`src/core/tcpsc_regs.svh`:
```
// Register offsets, field positions, reset values and command codes of the session controller
`ifndef TCPSC_REGS_SVH
`define TCPSC_REGS_SVH
`define TCPSC_OFS_RESET    8'h00
`define TCPSC_OFS_CMD      8'h04
`define TCPSC_OFS_ROLE     8'h08
`define TCPSC_OFS_LMAC_LO  8'h0C
`define TCPSC_OFS_LMAC_HI  8'h10
`define TCPSC_OFS_PMAC_LO  8'h14
`define TCPSC_OFS_PMAC_HI  8'h18
`define TCPSC_OFS_LIP      8'h1C
`define TCPSC_OFS_PIP      8'h20
`define TCPSC_OFS_LPORT    8'h24
`define TCPSC_OFS_PPORT    8'h28
`define TCPSC_OFS_TDL      8'h2C
`define TCPSC_OFS_PKL      8'h30
`define TCPSC_OFS_PUSH     8'h34
`define TCPSC_OFS_STATUS   8'h38
`define TCPSC_RESET_INIT   1'b1
`define TCPSC_BUSY_BIT     0
`define TCPSC_CONN_BIT     1
`define TCPSC_PUSH_BIT     0
`define TCPSC_CMD_SEND     2'h1
`define TCPSC_CMD_OPEN     2'h2
`define TCPSC_CMD_CLOSE    2'h3
`define TCPSC_ISN          32'h0000_0000
`endif

```
`src/core/tcpsc_pkg.sv`:
```
// Types of the session controller: states, frame kinds, link and configuration bundles
package tcpsc_pkg;
    typedef enum logic [4:0] {
        ST_RESET    = 5'b00000, ST_ARP_REQ  = 5'b00001, ST_ARP_WREP = 5'b00010,
        ST_ARP_WREQ = 5'b00011, ST_ARP_REP  = 5'b00100, ST_IDLE     = 5'b00101,
        ST_OPEN_SYN = 5'b00110, ST_OPEN_W   = 5'b00111, ST_FIN_ACK  = 5'b01000,
        ST_CLOSE_F  = 5'b01001, ST_CLOSE_W  = 5'b01010, ST_PSV_SA   = 5'b01011,
        ST_PSV_W    = 5'b01100, ST_PSV_FIN  = 5'b01101, ST_PSV_CW   = 5'b01110,
        ST_SEND_F   = 5'b01111, ST_SEND_R   = 5'b10000, ST_RES_2    = 5'b10001,
        ST_WAIT_ACK = 5'b10010
    } tcpsc_state_type;
    typedef enum logic [2:0] {
        K_ARP_REQ = 3'b000, K_ARP_REP = 3'b001, K_SYN = 3'b010, K_SYN_ACK = 3'b011,
        K_ACK     = 3'b100, K_FIN     = 3'b101, K_DATA = 3'b110
    } tcpsc_kind_type;
    typedef struct packed {
        logic        arp_reply;
        logic        arp_request;
        logic        syn;
        logic        syn_ack;
        logic        fin;
        logic        ack;
        logic [31:0] ack_num;
        logic [47:0] src_mac;
        logic [15:0] src_port;
    } tcpsc_rx_type;
    typedef struct packed {
        logic           valid;
        tcpsc_kind_type kind;
        logic [31:0]    seq;
        logic [31:0]    len;
        logic [15:0]    port;
    } tcpsc_tx_type;
    typedef struct packed {
        logic        eng_rst;
        logic [1:0]  role_select;
        logic [31:0] local_mac_low;
        logic [15:0] local_mac_high;
        logic [31:0] peer_mac_low;
        logic [15:0] peer_mac_high;
        logic [31:0] local_ip_addr;
        logic [31:0] peer_ip_addr;
        logic [15:0] local_port_num;
        logic [15:0] peer_port_num;
        logic [31:0] total_tx_length;
        logic [31:0] segment_size;
        logic        push_setting;
    } tcpsc_cfg_type;
    typedef struct packed {
        logic [47:0] local_mac;
        logic [47:0] peer_mac;
        logic [31:0] local_ip;
        logic [31:0] peer_ip;
        logic [15:0] local_port;
    } tcpsc_net_type;
endpackage

```
`src/core/tcpsc_session_ctrl.sv`:
```
// Session controller: AHB-Lite registers, address resolution, open, close and segmented send
`timescale 1ns/1ns
`include "tcpsc_regs.svh"
module tcpsc_session_ctrl (
    input  wire logic                  hclk,
    input  wire logic                  hresetn,
    input  wire logic                  hsel,
    input  wire logic [31:0]           haddr,
    input  wire logic [1:0]            htrans,
    input  wire logic                  hwrite,
    input  wire logic [2:0]            hsize,
    input  wire logic [31:0]           hwdata,
    input  wire logic                  hready,
    output logic                       hreadyout,
    output logic [31:0]                hrdata,
    output logic                       hresp,
    input  wire tcpsc_pkg::tcpsc_rx_type rx_evt,
    input  wire logic [31:0]           payload_level,
    input  wire logic                  tx_ready,
    output tcpsc_pkg::tcpsc_tx_type    tx_req,
    output tcpsc_pkg::tcpsc_net_type   net_params,
    output logic                       connection_up
);
    // ****************************************
    // Helpers
    // ****************************************
    function automatic logic covers(input logic [31:0] ack, input logic [31:0] tgt);
        logic [31:0] diff;
        diff   = ack - tgt;
        covers = ~diff[31];
    endfunction

    function automatic tcpsc_pkg::tcpsc_tx_type mk_tx(input tcpsc_pkg::tcpsc_kind_type k,
        input logic [31:0] s, input logic [31:0] l, input logic [15:0] p);
        tcpsc_pkg::tcpsc_tx_type t;
        t.valid = 1'b1;
        t.kind  = k;
        t.seq   = s;
        t.len   = l;
        t.port  = p;
        mk_tx   = t;
    endfunction

    // ****************************************
    // Register bus
    // ****************************************
    tcpsc_pkg::tcpsc_cfg_type cfg_q,  cfg_d;
    logic                     pend_q, pend_d;
    logic                     wr_q,   wr_d;
    logic [7:0]               addr_q, addr_d;
    logic                     rdy_q,  rdy_d;
    logic [31:0]              rdata_q, rdata_d;
    logic                     cmd_go_q, cmd_go_d;
    logic [1:0]               cmd_q,  cmd_d;
    logic                     busy;
    tcpsc_pkg::tcpsc_state_type state_q, state_d;
    logic                     conn_q, conn_d;

    always_comb begin
        cfg_d    = cfg_q;
        pend_d   = 1'b0;
        wr_d     = wr_q;
        addr_d   = addr_q;
        rdy_d    = 1'b1;
        rdata_d  = rdata_q;
        cmd_go_d = 1'b0;
        cmd_d    = cmd_q;
        if (pend_q && wr_q) begin
            unique case (addr_q)
                `TCPSC_OFS_RESET:   cfg_d.eng_rst         = hwdata[0];
                `TCPSC_OFS_CMD: begin
                    cmd_go_d = ~cfg_q.eng_rst & ~busy;
                    cmd_d    = hwdata[1:0];
                end
                `TCPSC_OFS_ROLE:    cfg_d.role_select     = hwdata[1:0];
                `TCPSC_OFS_LMAC_LO: cfg_d.local_mac_low   = hwdata;
                `TCPSC_OFS_LMAC_HI: cfg_d.local_mac_high  = hwdata[15:0];
                `TCPSC_OFS_PMAC_LO: cfg_d.peer_mac_low    = hwdata;
                `TCPSC_OFS_PMAC_HI: cfg_d.peer_mac_high   = hwdata[15:0];
                `TCPSC_OFS_LIP:     cfg_d.local_ip_addr   = hwdata;
                `TCPSC_OFS_PIP:     cfg_d.peer_ip_addr    = hwdata;
                `TCPSC_OFS_LPORT:   cfg_d.local_port_num  = hwdata[15:0];
                `TCPSC_OFS_PPORT:   cfg_d.peer_port_num   = hwdata[15:0];
                `TCPSC_OFS_TDL:     cfg_d.total_tx_length = hwdata;
                `TCPSC_OFS_PKL:     cfg_d.segment_size    = hwdata;
                `TCPSC_OFS_PUSH:    cfg_d.push_setting    = hwdata[`TCPSC_PUSH_BIT];
                default: ;
            endcase
        end else if (pend_q) begin
            unique case (addr_q)
                `TCPSC_OFS_RESET:   rdata_d = {31'h0, cfg_q.eng_rst};
                `TCPSC_OFS_ROLE:    rdata_d = {30'h0, cfg_q.role_select};
                `TCPSC_OFS_LMAC_LO: rdata_d = cfg_q.local_mac_low;
                `TCPSC_OFS_LMAC_HI: rdata_d = {16'h0, cfg_q.local_mac_high};
                `TCPSC_OFS_PMAC_LO: rdata_d = cfg_q.peer_mac_low;
                `TCPSC_OFS_PMAC_HI: rdata_d = {16'h0, cfg_q.peer_mac_high};
                `TCPSC_OFS_LIP:     rdata_d = cfg_q.local_ip_addr;
                `TCPSC_OFS_PIP:     rdata_d = cfg_q.peer_ip_addr;
                `TCPSC_OFS_LPORT:   rdata_d = {16'h0, cfg_q.local_port_num};
                `TCPSC_OFS_PPORT:   rdata_d = {16'h0, cfg_q.peer_port_num};
                `TCPSC_OFS_TDL:     rdata_d = cfg_q.total_tx_length;
                `TCPSC_OFS_PKL:     rdata_d = cfg_q.segment_size;
                `TCPSC_OFS_PUSH:    rdata_d = {31'h0, cfg_q.push_setting};
                `TCPSC_OFS_STATUS:  rdata_d = {30'h0, conn_q, busy};
                default:            rdata_d = 32'h0000_0000;
            endcase
        end else if (hsel && htrans[1] && hready) begin
            pend_d = 1'b1;
            rdy_d  = 1'b0;
            wr_d   = hwrite;
            addr_d = {haddr[7:2], 2'b00};
        end
    end

    always_ff @(posedge hclk or negedge hresetn) begin
        if (!hresetn) begin
            cfg_q         <= '0;
            cfg_q.eng_rst <= `TCPSC_RESET_INIT;
            pend_q        <= 1'b0;
            wr_q          <= 1'b0;
            addr_q        <= 8'h00;
            rdy_q         <= 1'b1;
            rdata_q       <= 32'h0000_0000;
            cmd_go_q      <= 1'b0;
            cmd_q         <= 2'h0;
        end else begin
            cfg_q    <= cfg_d;
            pend_q   <= pend_d;
            wr_q     <= wr_d;
            addr_q   <= addr_d;
            rdy_q    <= rdy_d;
            rdata_q  <= rdata_d;
            cmd_go_q <= cmd_go_d;
            cmd_q    <= cmd_d;
        end
    end

    // ****************************************
    // Session engine
    // ****************************************
    tcpsc_pkg::tcpsc_tx_type tx_q, tx_d;
    logic [31:0]             seq_q, seq_d;
    logic [31:0]             rem_q, rem_d;
    logic [31:0]             ack_q, ack_d;
    logic [47:0]             pmac_q, pmac_d;
    logic                    up_next_q, up_next_d;
    logic [15:0]             rport_q, rport_d;
    logic                    tx_free;
    logic                    full_left;

    assign tx_free   = ~tx_q.valid;
    assign full_left = (cfg_q.segment_size != 32'h0000_0000) && (rem_q >= cfg_q.segment_size);
    assign busy      = cmd_go_q || !(state_q inside {tcpsc_pkg::ST_IDLE, tcpsc_pkg::ST_PSV_SA,
                       tcpsc_pkg::ST_PSV_W, tcpsc_pkg::ST_PSV_FIN, tcpsc_pkg::ST_PSV_CW});

    always_comb begin
        state_d   = state_q;
        tx_d      = tx_q;
        seq_d     = seq_q;
        rem_d     = rem_q;
        ack_d     = rx_evt.ack ? rx_evt.ack_num : ack_q;
        pmac_d    = pmac_q;
        conn_d    = conn_q;
        up_next_d = up_next_q;
        rport_d   = rport_q;
        if (tx_ready) begin
            tx_d.valid = 1'b0;
        end
        unique case (state_q)
            tcpsc_pkg::ST_RESET: begin
                seq_d  = `TCPSC_ISN;
                ack_d  = `TCPSC_ISN;
                conn_d = 1'b0;
                if (!cfg_q.eng_rst) begin
                    if (cfg_q.role_select[1]) begin
                        pmac_d  = {cfg_q.peer_mac_high, cfg_q.peer_mac_low};
                        state_d = tcpsc_pkg::ST_IDLE;
                    end else if (cfg_q.role_select[0]) begin
                        state_d = tcpsc_pkg::ST_ARP_WREQ;
                    end else begin
                        state_d = tcpsc_pkg::ST_ARP_REQ;
                    end
                end
            end
            tcpsc_pkg::ST_ARP_REQ: if (tx_free) begin
                tx_d    = mk_tx(tcpsc_pkg::K_ARP_REQ, seq_q, 32'h0, 16'h0);
                state_d = tcpsc_pkg::ST_ARP_WREP;
            end
            tcpsc_pkg::ST_ARP_WREP: if (rx_evt.arp_reply) begin
                pmac_d  = rx_evt.src_mac;
                state_d = tcpsc_pkg::ST_IDLE;
            end
            tcpsc_pkg::ST_ARP_WREQ: if (rx_evt.arp_request) begin
                pmac_d  = rx_evt.src_mac;
                state_d = tcpsc_pkg::ST_ARP_REP;
            end
            tcpsc_pkg::ST_ARP_REP: if (tx_free) begin
                tx_d    = mk_tx(tcpsc_pkg::K_ARP_REP, seq_q, 32'h0, 16'h0);
                state_d = tcpsc_pkg::ST_IDLE;
            end
            tcpsc_pkg::ST_IDLE: begin
                if (cmd_go_q && cmd_q == `TCPSC_CMD_OPEN && !conn_q) begin
                    rport_d = cfg_q.peer_port_num;
                    state_d = tcpsc_pkg::ST_OPEN_SYN;
                end else if (cmd_go_q && cmd_q == `TCPSC_CMD_CLOSE && conn_q) begin
                    state_d = tcpsc_pkg::ST_CLOSE_F;
                end else if (cmd_go_q && cmd_q == `TCPSC_CMD_SEND && conn_q) begin
                    rem_d   = cfg_q.total_tx_length;
                    state_d = tcpsc_pkg::ST_SEND_F;
                end else if (rx_evt.syn && !conn_q) begin
                    rport_d = rx_evt.src_port;
                    state_d = tcpsc_pkg::ST_PSV_SA;
                end else if (rx_evt.fin && conn_q) begin
                    state_d = tcpsc_pkg::ST_PSV_FIN;
                end
            end
            tcpsc_pkg::ST_OPEN_SYN: if (tx_free) begin
                tx_d    = mk_tx(tcpsc_pkg::K_SYN, seq_q, 32'h0, rport_q);
                seq_d   = seq_q + 32'h0000_0001;
                state_d = tcpsc_pkg::ST_OPEN_W;
            end
            tcpsc_pkg::ST_OPEN_W: if (rx_evt.syn_ack) begin
                up_next_d = 1'b1;
                state_d   = tcpsc_pkg::ST_FIN_ACK;
            end
            tcpsc_pkg::ST_FIN_ACK: if (tx_free) begin
                tx_d    = mk_tx(tcpsc_pkg::K_ACK, seq_q, 32'h0, rport_q);
                conn_d  = up_next_q;
                state_d = tcpsc_pkg::ST_IDLE;
            end
            tcpsc_pkg::ST_CLOSE_F: if (tx_free) begin
                tx_d    = mk_tx(tcpsc_pkg::K_FIN, seq_q, 32'h0, rport_q);
                seq_d   = seq_q + 32'h0000_0001;
                state_d = tcpsc_pkg::ST_CLOSE_W;
            end
            tcpsc_pkg::ST_CLOSE_W: if (rx_evt.fin) begin
                up_next_d = 1'b0;
                state_d   = tcpsc_pkg::ST_FIN_ACK;
            end
            tcpsc_pkg::ST_PSV_SA: if (tx_free) begin
                tx_d    = mk_tx(tcpsc_pkg::K_SYN_ACK, seq_q, 32'h0, rport_q);
                seq_d   = seq_q + 32'h0000_0001;
                state_d = tcpsc_pkg::ST_PSV_W;
            end
            tcpsc_pkg::ST_PSV_W: if (rx_evt.ack && covers(rx_evt.ack_num, seq_q)) begin
                conn_d  = 1'b1;
                state_d = tcpsc_pkg::ST_IDLE;
            end
            tcpsc_pkg::ST_PSV_FIN: if (tx_free) begin
                tx_d    = mk_tx(tcpsc_pkg::K_FIN, seq_q, 32'h0, rport_q);
                seq_d   = seq_q + 32'h0000_0001;
                state_d = tcpsc_pkg::ST_PSV_CW;
            end
            tcpsc_pkg::ST_PSV_CW: if (rx_evt.ack && covers(rx_evt.ack_num, seq_q)) begin
                conn_d  = 1'b0;
                state_d = tcpsc_pkg::ST_IDLE;
            end
            tcpsc_pkg::ST_SEND_F: begin
                if (!full_left) begin
                    state_d = tcpsc_pkg::ST_WAIT_ACK;
                end else if (tx_free && payload_level >= cfg_q.segment_size) begin
                    tx_d  = mk_tx(tcpsc_pkg::K_DATA, seq_q, cfg_q.segment_size, rport_q);
                    seq_d = seq_q + cfg_q.segment_size;
                    rem_d = rem_q - cfg_q.segment_size;
                end
            end
            tcpsc_pkg::ST_WAIT_ACK: if (covers(ack_q, seq_q)) begin
                state_d = (rem_q == 32'h0000_0000) ? tcpsc_pkg::ST_IDLE : tcpsc_pkg::ST_SEND_R;
            end
            tcpsc_pkg::ST_SEND_R: if (tx_free && payload_level >= rem_q) begin
                tx_d    = mk_tx(tcpsc_pkg::K_DATA, seq_q, rem_q, rport_q);
                state_d = cfg_q.push_setting ? tcpsc_pkg::ST_WAIT_ACK : tcpsc_pkg::ST_RES_2;
                if (cfg_q.push_setting) begin
                    seq_d = seq_q + rem_q;
                    rem_d = 32'h0000_0000;
                end
            end
            tcpsc_pkg::ST_RES_2: if (tx_free) begin
                tx_d    = mk_tx(tcpsc_pkg::K_DATA, seq_q, rem_q, rport_q);
                seq_d   = seq_q + rem_q;
                rem_d   = 32'h0000_0000;
                state_d = tcpsc_pkg::ST_WAIT_ACK;
            end
            default: state_d = tcpsc_pkg::ST_RESET;
        endcase
        if (cfg_q.eng_rst) begin
            state_d = tcpsc_pkg::ST_RESET;
            conn_d  = 1'b0;
        end
    end

    always_ff @(posedge hclk or negedge hresetn) begin
        if (!hresetn) begin
            state_q   <= tcpsc_pkg::ST_RESET;
            tx_q      <= '0;
            seq_q     <= `TCPSC_ISN;
            rem_q     <= 32'h0000_0000;
            ack_q     <= 32'h0000_0000;
            pmac_q    <= 48'h0000_0000_0000;
            conn_q    <= 1'b0;
            up_next_q <= 1'b0;
            rport_q   <= 16'h0000;
        end else begin
            state_q   <= state_d;
            tx_q      <= tx_d;
            seq_q     <= seq_d;
            rem_q     <= rem_d;
            ack_q     <= ack_d;
            pmac_q    <= pmac_d;
            conn_q    <= conn_d;
            up_next_q <= up_next_d;
            rport_q   <= rport_d;
        end
    end

    // ****************************************
    // Outputs
    // ****************************************
    always_ff @(posedge hclk or negedge hresetn) begin
        if (!hresetn) begin
            net_params <= '0;
        end else begin
            net_params <= {{cfg_d.local_mac_high, cfg_d.local_mac_low}, pmac_d,
                           cfg_d.local_ip_addr, cfg_d.peer_ip_addr, cfg_d.local_port_num};
        end
    end

    assign hreadyout     = rdy_q;
    assign hrdata        = rdata_q;
    assign hresp         = 1'b0;
    assign tx_req        = tx_q;
    assign connection_up = conn_q;
endmodule

```
`config.mk`:
```
export PLATFORM = sky130hd
export DESIGN_NAME = tcpsc_session_ctrl
export DESIGN_NICKNAME = d
export VERILOG_FILES = /design/src/core/tcpsc_pkg.sv /design/src/core/tcpsc_session_ctrl.sv
export VERILOG_INCLUDE_DIRS = /design/src /design/src/core
export SDC_FILE = /design/constraint.sdc
export NUM_CORES = 1
export LEC_CHECK = 0
export BUFFER_PORTS_ARGS = -buffer_cell sky130_fd_sc_hd__buf_2
export CORE_ASPECT_RATIO = 1.2
export CORE_UTILIZATION = 58
export DETAILED_ROUTE_END_ITERATION = 8
export GPL_TIMING_DRIVEN = 0
export PLACE_DENSITY = 0.82
export SLEW_MARGIN = 20
export SYNTH_ARGS = -nofsm -noshare
export SYNTH_HDL_FRONTEND = slang
export SYNTH_SLANG_ARGS = --single-unit
```
`constraint.sdc`:
```
create_clock -name hclk -period 7.2 [get_ports hclk]
set_clock_uncertainty 0.05 [all_clocks]
set_input_delay 0.72 -clock hclk [delete_from_list [all_inputs] [get_ports hclk]]
set_output_delay 0.72 -clock hclk [all_outputs]
set_load 0.05 [all_outputs]
```
=== Word-level counts from Yosys, hierarchy flattened ===
Cells that the tools add are included.

* $add $sub $neg: 6
* $lt $le $gt $ge: 3
* Equality and inequality tests: 77
* Mux-type cells: 94
* Bitwise gates (word level): 7
* Reduce and logical (&&, ||, !) cells: 57

{| class="wikitable"
|+ Operator list
! cell !! number
|-
| 84-bit 2-to-1 mux || 10
|-
| 84-bit one-hot mux with 9 select lines || 1
|-
| 32-bit 2-to-1 mux || 22
|-
| 32-bit one-hot mux with 14 select lines || 1
|-
| 257-bit 2-to-1 mux || 1
|-
| 48-bit 2-to-1 mux || 4
|-
| 32-bit one-hot mux with 5 select lines || 1
|-
| 48-bit one-hot mux with 3 select lines || 1
|-
| 16-bit 2-to-1 mux || 8
|-
| 32-bit one-hot mux with 4 select lines || 1
|-
| 5-bit 2-to-1 mux || 22
|-
| 32-bit greater-or-equal comparator || 3
|-
| 32-bit subtractor || 3
|-
| 5-bit one-hot mux with 17 select lines || 1
|-
| 32-bit adder || 2
|-
| 3-bit != test (second input constant) || 15
|-
| 2-bit != test (second input constant) || 22
|-
| 6-bit by 4-bit == test with 1-bit output (second input constant) || 7
|-
| 5-bit by 4-bit == test with 1-bit output (second input constant) || 8
|-
| 32-bit by 1-bit adder with 32-bit output (second input constant) || 1
|-
| 32-bit logical NOT || 1
|-
| 32-bit nonzero test || 1
|-
| 2-bit AND reduction || 13
|-
| 6-bit by 3-bit == test with 1-bit output (second input constant) || 4
|-
| 38 further kinds || 91
|}

* Flip-flop bits (word level): 603
* Input port bits: 209
* Output and inout bits: 295
* Logic and storage cells: 278

=== Logic depth before layout (Yosys ltp) ===
* Word-level depth: 8
* Depth in mapped cells: 19
* Mapped depth without buffers: 17

=== Worst setup path after synthesis ===
Ideal clock, no wire load.

* Path kind: register to register
* Start point: register state_q[4]
* End point: register seq_q[30]
* Setup time: 0.121 ns
* Data arrival time: 4.287 ns
* Required time: 7.029 ns
* Setup slack: 2.742 ns
* Cell stages (with the launch flop): 19
* Buffers on the path: 2
* Period minus slack after synthesis: 4.458 ns
* Cells stage by stage: dfrtp_1 -> clkbuf_1 -> clkinv_1 -> nand2_1 -> nor3_1 -> clkbuf_1 -> o21ai_0 -> ha_1 -> fa_1 -> a21oi_1 -> o221ai_1 -> a31oi_1 -> o21ai_0 -> a41oi_1 -> o31ai_1 -> a21o_1 -> a21oi_1 -> xnor2_1 -> a22o_1

* Word-level cells in the longest chain between the ends: 4
* Elaborated cells on any way between the ends: 18
* Classes of those cells: 13 x eq/ne; 1 x mux; 4 x reduce/logical

{| class="wikitable"
|+ RTL lines
! item !! line !! text
|-
| from (decl) || tcpsc_session_ctrl.sv:56 || <nowiki>tcpsc_pkg::tcpsc_state_type state_q, state_d;</nowiki>
|-
| from (signal assigned) || tcpsc_session_ctrl.sv:294 || <nowiki>state_q <= tcpsc_pkg::ST_RESET;</nowiki>
|-
| from (signal assigned) || tcpsc_session_ctrl.sv:304 || <nowiki>state_q <= state_d;</nowiki>
|-
| 5-bit by 4-bit == test with 1-bit output or 5-bit by 3-bit == test with 1-bit output (tied branches) || tcpsc_session_ctrl.sv:169 || <nowiki>unique case (state_q)</nowiki>
|-
| 4-bit OR reduction (no source line) || -- ||
|-
| 5-bit nonzero test (no source line) or 2-bit != test (tied branches) || -- ||
|-
| 7-bit AND reduction (no source line) || -- ||
|-
| to (signal assigned) || tcpsc_session_ctrl.sv:296 || <nowiki>seq_q <= `TCPSC_ISN;</nowiki>
|-
| to (signal assigned) || tcpsc_session_ctrl.sv:306 || <nowiki>seq_q <= seq_d;</nowiki>
|-
| to (decl) || tcpsc_session_ctrl.sv:142 || <nowiki>logic [31:0] seq_q, seq_d;</nowiki>
|}

Several ways; a longest one is shown, not always the timed one.
A chain may end at the register's enable or synchronous reset.

=== Worst setup path in the final report ===
Same ends and word-level chain as after synthesis.

==> results.md <==
- Worst Hold Margin: -0.00310 ns
- Final instance area: ~36000 um^2
- CP Launch Type: flop
- Run status: finished, violations left
- Clock Tree Root: clkbuf_16
- Area after DPL: around 34000 um^2
- Yosys reg bits: 555
- Period utilization: between 80% and 90%
- Initial antenna violation count: 18
- Share of layout cells above drive strength 1: 28.7%
- Post-Syn Area: a little over 30000 um^2
- Initial Util: 58.6%
- Cells after DPL: 4084
- Synthesized net count: approximately 3300
- CTS HTree Levels: 2
- Hold Vio Cnt, Final: 1
- CP delay by family, top: compound AO/OA/AOI/OAI gates
- Clock buffer depth: 3
- Total number of vias: 26541
- PD cells: about 340 nW/um^2
- Iteration-0 DRC count of the detailed router: 2420
- Clk Latency, worst-skew pair: approximately 0.64 ns
- Worst-margin pin slew: around 1.1 ns
- CTS buffer count: 56
- Synth-to-Final Area Change: 17.5%
- Hold_buf cts: 0
- Worst-path clk slew: 0.06 ns
- Kind of end point of the critical path: flop
- P_leak: 0.0176 uW
- CP peak stage delay: between 0.6 and 0.7 ns
- Routed Antenna Nets: 0
- Cells on worst reg2reg path: 19
- RR Startpoint: state_q[4]
- Crit-path cells: clkbuf_1, clkinv_1, nand2_1, nor3_2, buf_6, clkbuf_1, o21ai_0, ha_1, fa_1, a21oi_1, o221ai_1, a31oi_1, o21ai_0, a41oi_1, o31ai_1, a21o_1, a21oi_1, xnor2_1, a22o_1
- Flop-to-flop setup slack: ~0.9 ns
- Critical path required time: approximately 7.7 ns
- Register area: 13900 um^2
- Layout Nets: 3835
- Reg-to-Reg End: seq_q[30]
- Unrepaired setup endpoints after global routing: no
- Vias in the first global route: between 20000 and 30000
- Critical path class: flop to flop
- Final Power: between 10000 and 15000 uW
- Die H: 254 um
- Top_reg_cell synth: dfrtp_1
- Routed len/inst: 25.4 um
- Die ar.: roughly 54000 um^2
- TritonCTS Sinks: around 560
- WL final: roughly 110000 um
- Achievable frequency: approximately 160 MHz
- Post_cts resized: 0
- Buf/Inv on CP: 4
- Post-DP HPWL: 82600 um
- Maximum VDD drop: 0.265 mV
- Number of port buffers: between 400 and 500
- Critical path's slowest cell: nor3_2
- CORE AREA: 52500 um^2
- Die width: approximately 210 um
- # IOs: around 500
- EDFF count, synth: 0
- Max-Cap Viols: 0
- Slew Limit Fails: 0
- Footprint of the multi-input gates: between 10000 and 15000 um^2
- Overall routing resource usage: 39.4%
- Routability-driven placement congestion ratio: around 1.0
- Final count of negative-setup-slack endpoints: 0
- CTS tree: done
- Cells after synthesis: around 2900
- Final routed DRC violation total: 0
- Total gr overflow: 0
- Failing checks: negative hold slack
- First-pass GRT wire length: around 160000 um
- Post-route insts no fill: around 4200
- Max FO, Critical Path: 10
- Synthesized area per cell: ~11 um^2
- Hold Crit Class: input port to asynchronous set/reset pin
- Largest net degree at the start of global routing: 99
- Slew headroom: between 20% and 30%
- Min cycle time layout: approximately 6.3 ns
- Post-DR vias/cell: ~6.3
- Pre-CTS WS: between 1 and 1.5 ns
- Setup bufs post-CTS: 0
- FP Rows: between 90 and 100
- Setup ws final: 0.883 ns
- Synthesis warning total: 0
- Initial DRT Pass Iterations: 6
- Sequential fraction of the synthesis area: around 45%
- Synth async-reset ratio: 100%
- # fillers: 4099
- Arrival @ worst endpoint: ~6.8 ns
- Netlist cell types: 75
## cell usage after synthesis, types with 48 or more instances
| cell type | count | area [um^2] |
|---|---|---|
| ha_1 | 187 | 2340 |
| dfrtp_1 | 553 | 13800 |
| inv_1 | 115 | 432 |
| a22o_1 | 93 | 815 |
| a221oi_1 | 48 | 420 |
| nor3_1 | 55 | 275 |
| a21oi_1 | 162 | 811 |
| mux2i_1 | 100 | 1000 |
| nand2_1 | 190 | 713 |
| a22oi_1 | 96 | 721 |
| o21ai_0 | 146 | 731 |
| buf_4 | 130 | 976 |
| clkbuf_1 | 117 | 439 |
| mux2_2 | 265 | 2980 |
| nor2_1 | 134 | 503 |
## registers in the layout, summed over array words and instances, names as in the netlist, 2 cells and up
signal	count
ack_q	32
addr_q	6
cfg_q	133
cmd_q	2
hrdata	32
net_params	175
rem_q	32
rport_q	16
seq_q	32
state_q	5
tx_req	84
## how the worst max path moves through the flow
stage,start,end,slack [ns],depth (start not counted)
global placement,hresetn,tx_req[54],-6.06,1
detailed placement,state_q[4],seq_q[30],1.01,19
finish,state_q[4],seq_q[30],0.88,19
CTS,state_q[4],seq_q[30],0.99,19
floorplan,state_q[4],seq_q[30],2.74,18
global route,state_q[4],seq_q[30],0.63,19
## cell usage in the layout (no fill, tap or decap), types with 7 or more instances in the layout
cell and count:
mux2_2 265, a221o_1 34, a221oi_1 48, nand3_1 45, nor3_1 50, a2111oi_0 7, clkbuf_16 57, buf_4 130
nand2b_1 12, o21a_1 9, clkinv_2 13, nor2b_1 10, clkbuf_8 14, nand2_1 190, mux2i_1 100, nor4_1 24
nand4_1 43, o31ai_1 10, ha_1 187, o211ai_1 13, or3_1 11, xnor2_1 34, o21ai_0 146, o221ai_1 7
diode_2 11, a21o_1 40, nor2_1 134, inv_1 115, buf_2 468, buf_1 25, clkbuf_2 13, a21oi_1 162
a22oi_1 96, a211oi_1 22, a22o_1 93, dfrtp_1 553, xor2_1 24, clkbuf_1 126, o22ai_1 35, a31oi_1 7
## cells by family (layout without fill, tap and decap cells)
logic type | count (synthesis) | count (layout) | share of synthesized area, %
compound gates | 781 | 781 | 17.5
xor+xnor | 58 | 58 | 1.65
fa+ha+maj | 189 | 189 | 7.74
buf+inv | 414 | 984 | 6.76
flops | 555 | 555 | 45.2
mux | 365 | 365 | 13.0
other cells | 1 | 12 | 0.0122
simple gates | 550 | 550 | 8.23
## per-layer routing
metal  vias to the layer above  GRT usage [%]  share of wire, %
li1                      11755              -                 -
met1                     13008           45.7                37
met2                      1375           64.2                47
met3                       387           10.4               8.9
met4                        16           25.9               7.2
met5                         -              0             0.070
## power breakdown
group	switching, uW	total [uW]	leakage (uW)	internal [uW]
Sequential	488	4150	0.00698	3670
Clock	1310	3090	0.000958	1780
Combinational	3330	4960	0.00965	1630
## layout make-up
type / instances / share of cell area [%]
flip-flops and latches: 555 / 38.4
clock buffers: 80 / 4.57
repair buffers: 466 / 6.87
plain buffers: 296 / 4.53
clock inverters: 24 / 0.810
multi-input cells: 1944 / 41.0
diodes: 11 / 0.0762
well taps: 705 / 2.44
inverters: 118 / 1.23
## through the flow
step / setup TNS (ns) / utilization [%] / hold WS, ns
detailed placement: 0 / 65.1 / 0.415
global placement: -3310.73 / 64.6 / 0.405
finish: 0 / 68.8 / -0.00310
global route: 0 / 68.8 / 0.0346
floorplan: 0 / - / 0.374
CTS: 0 / 68.8 / 0.00231
Power figures use the tool's default switching activity.
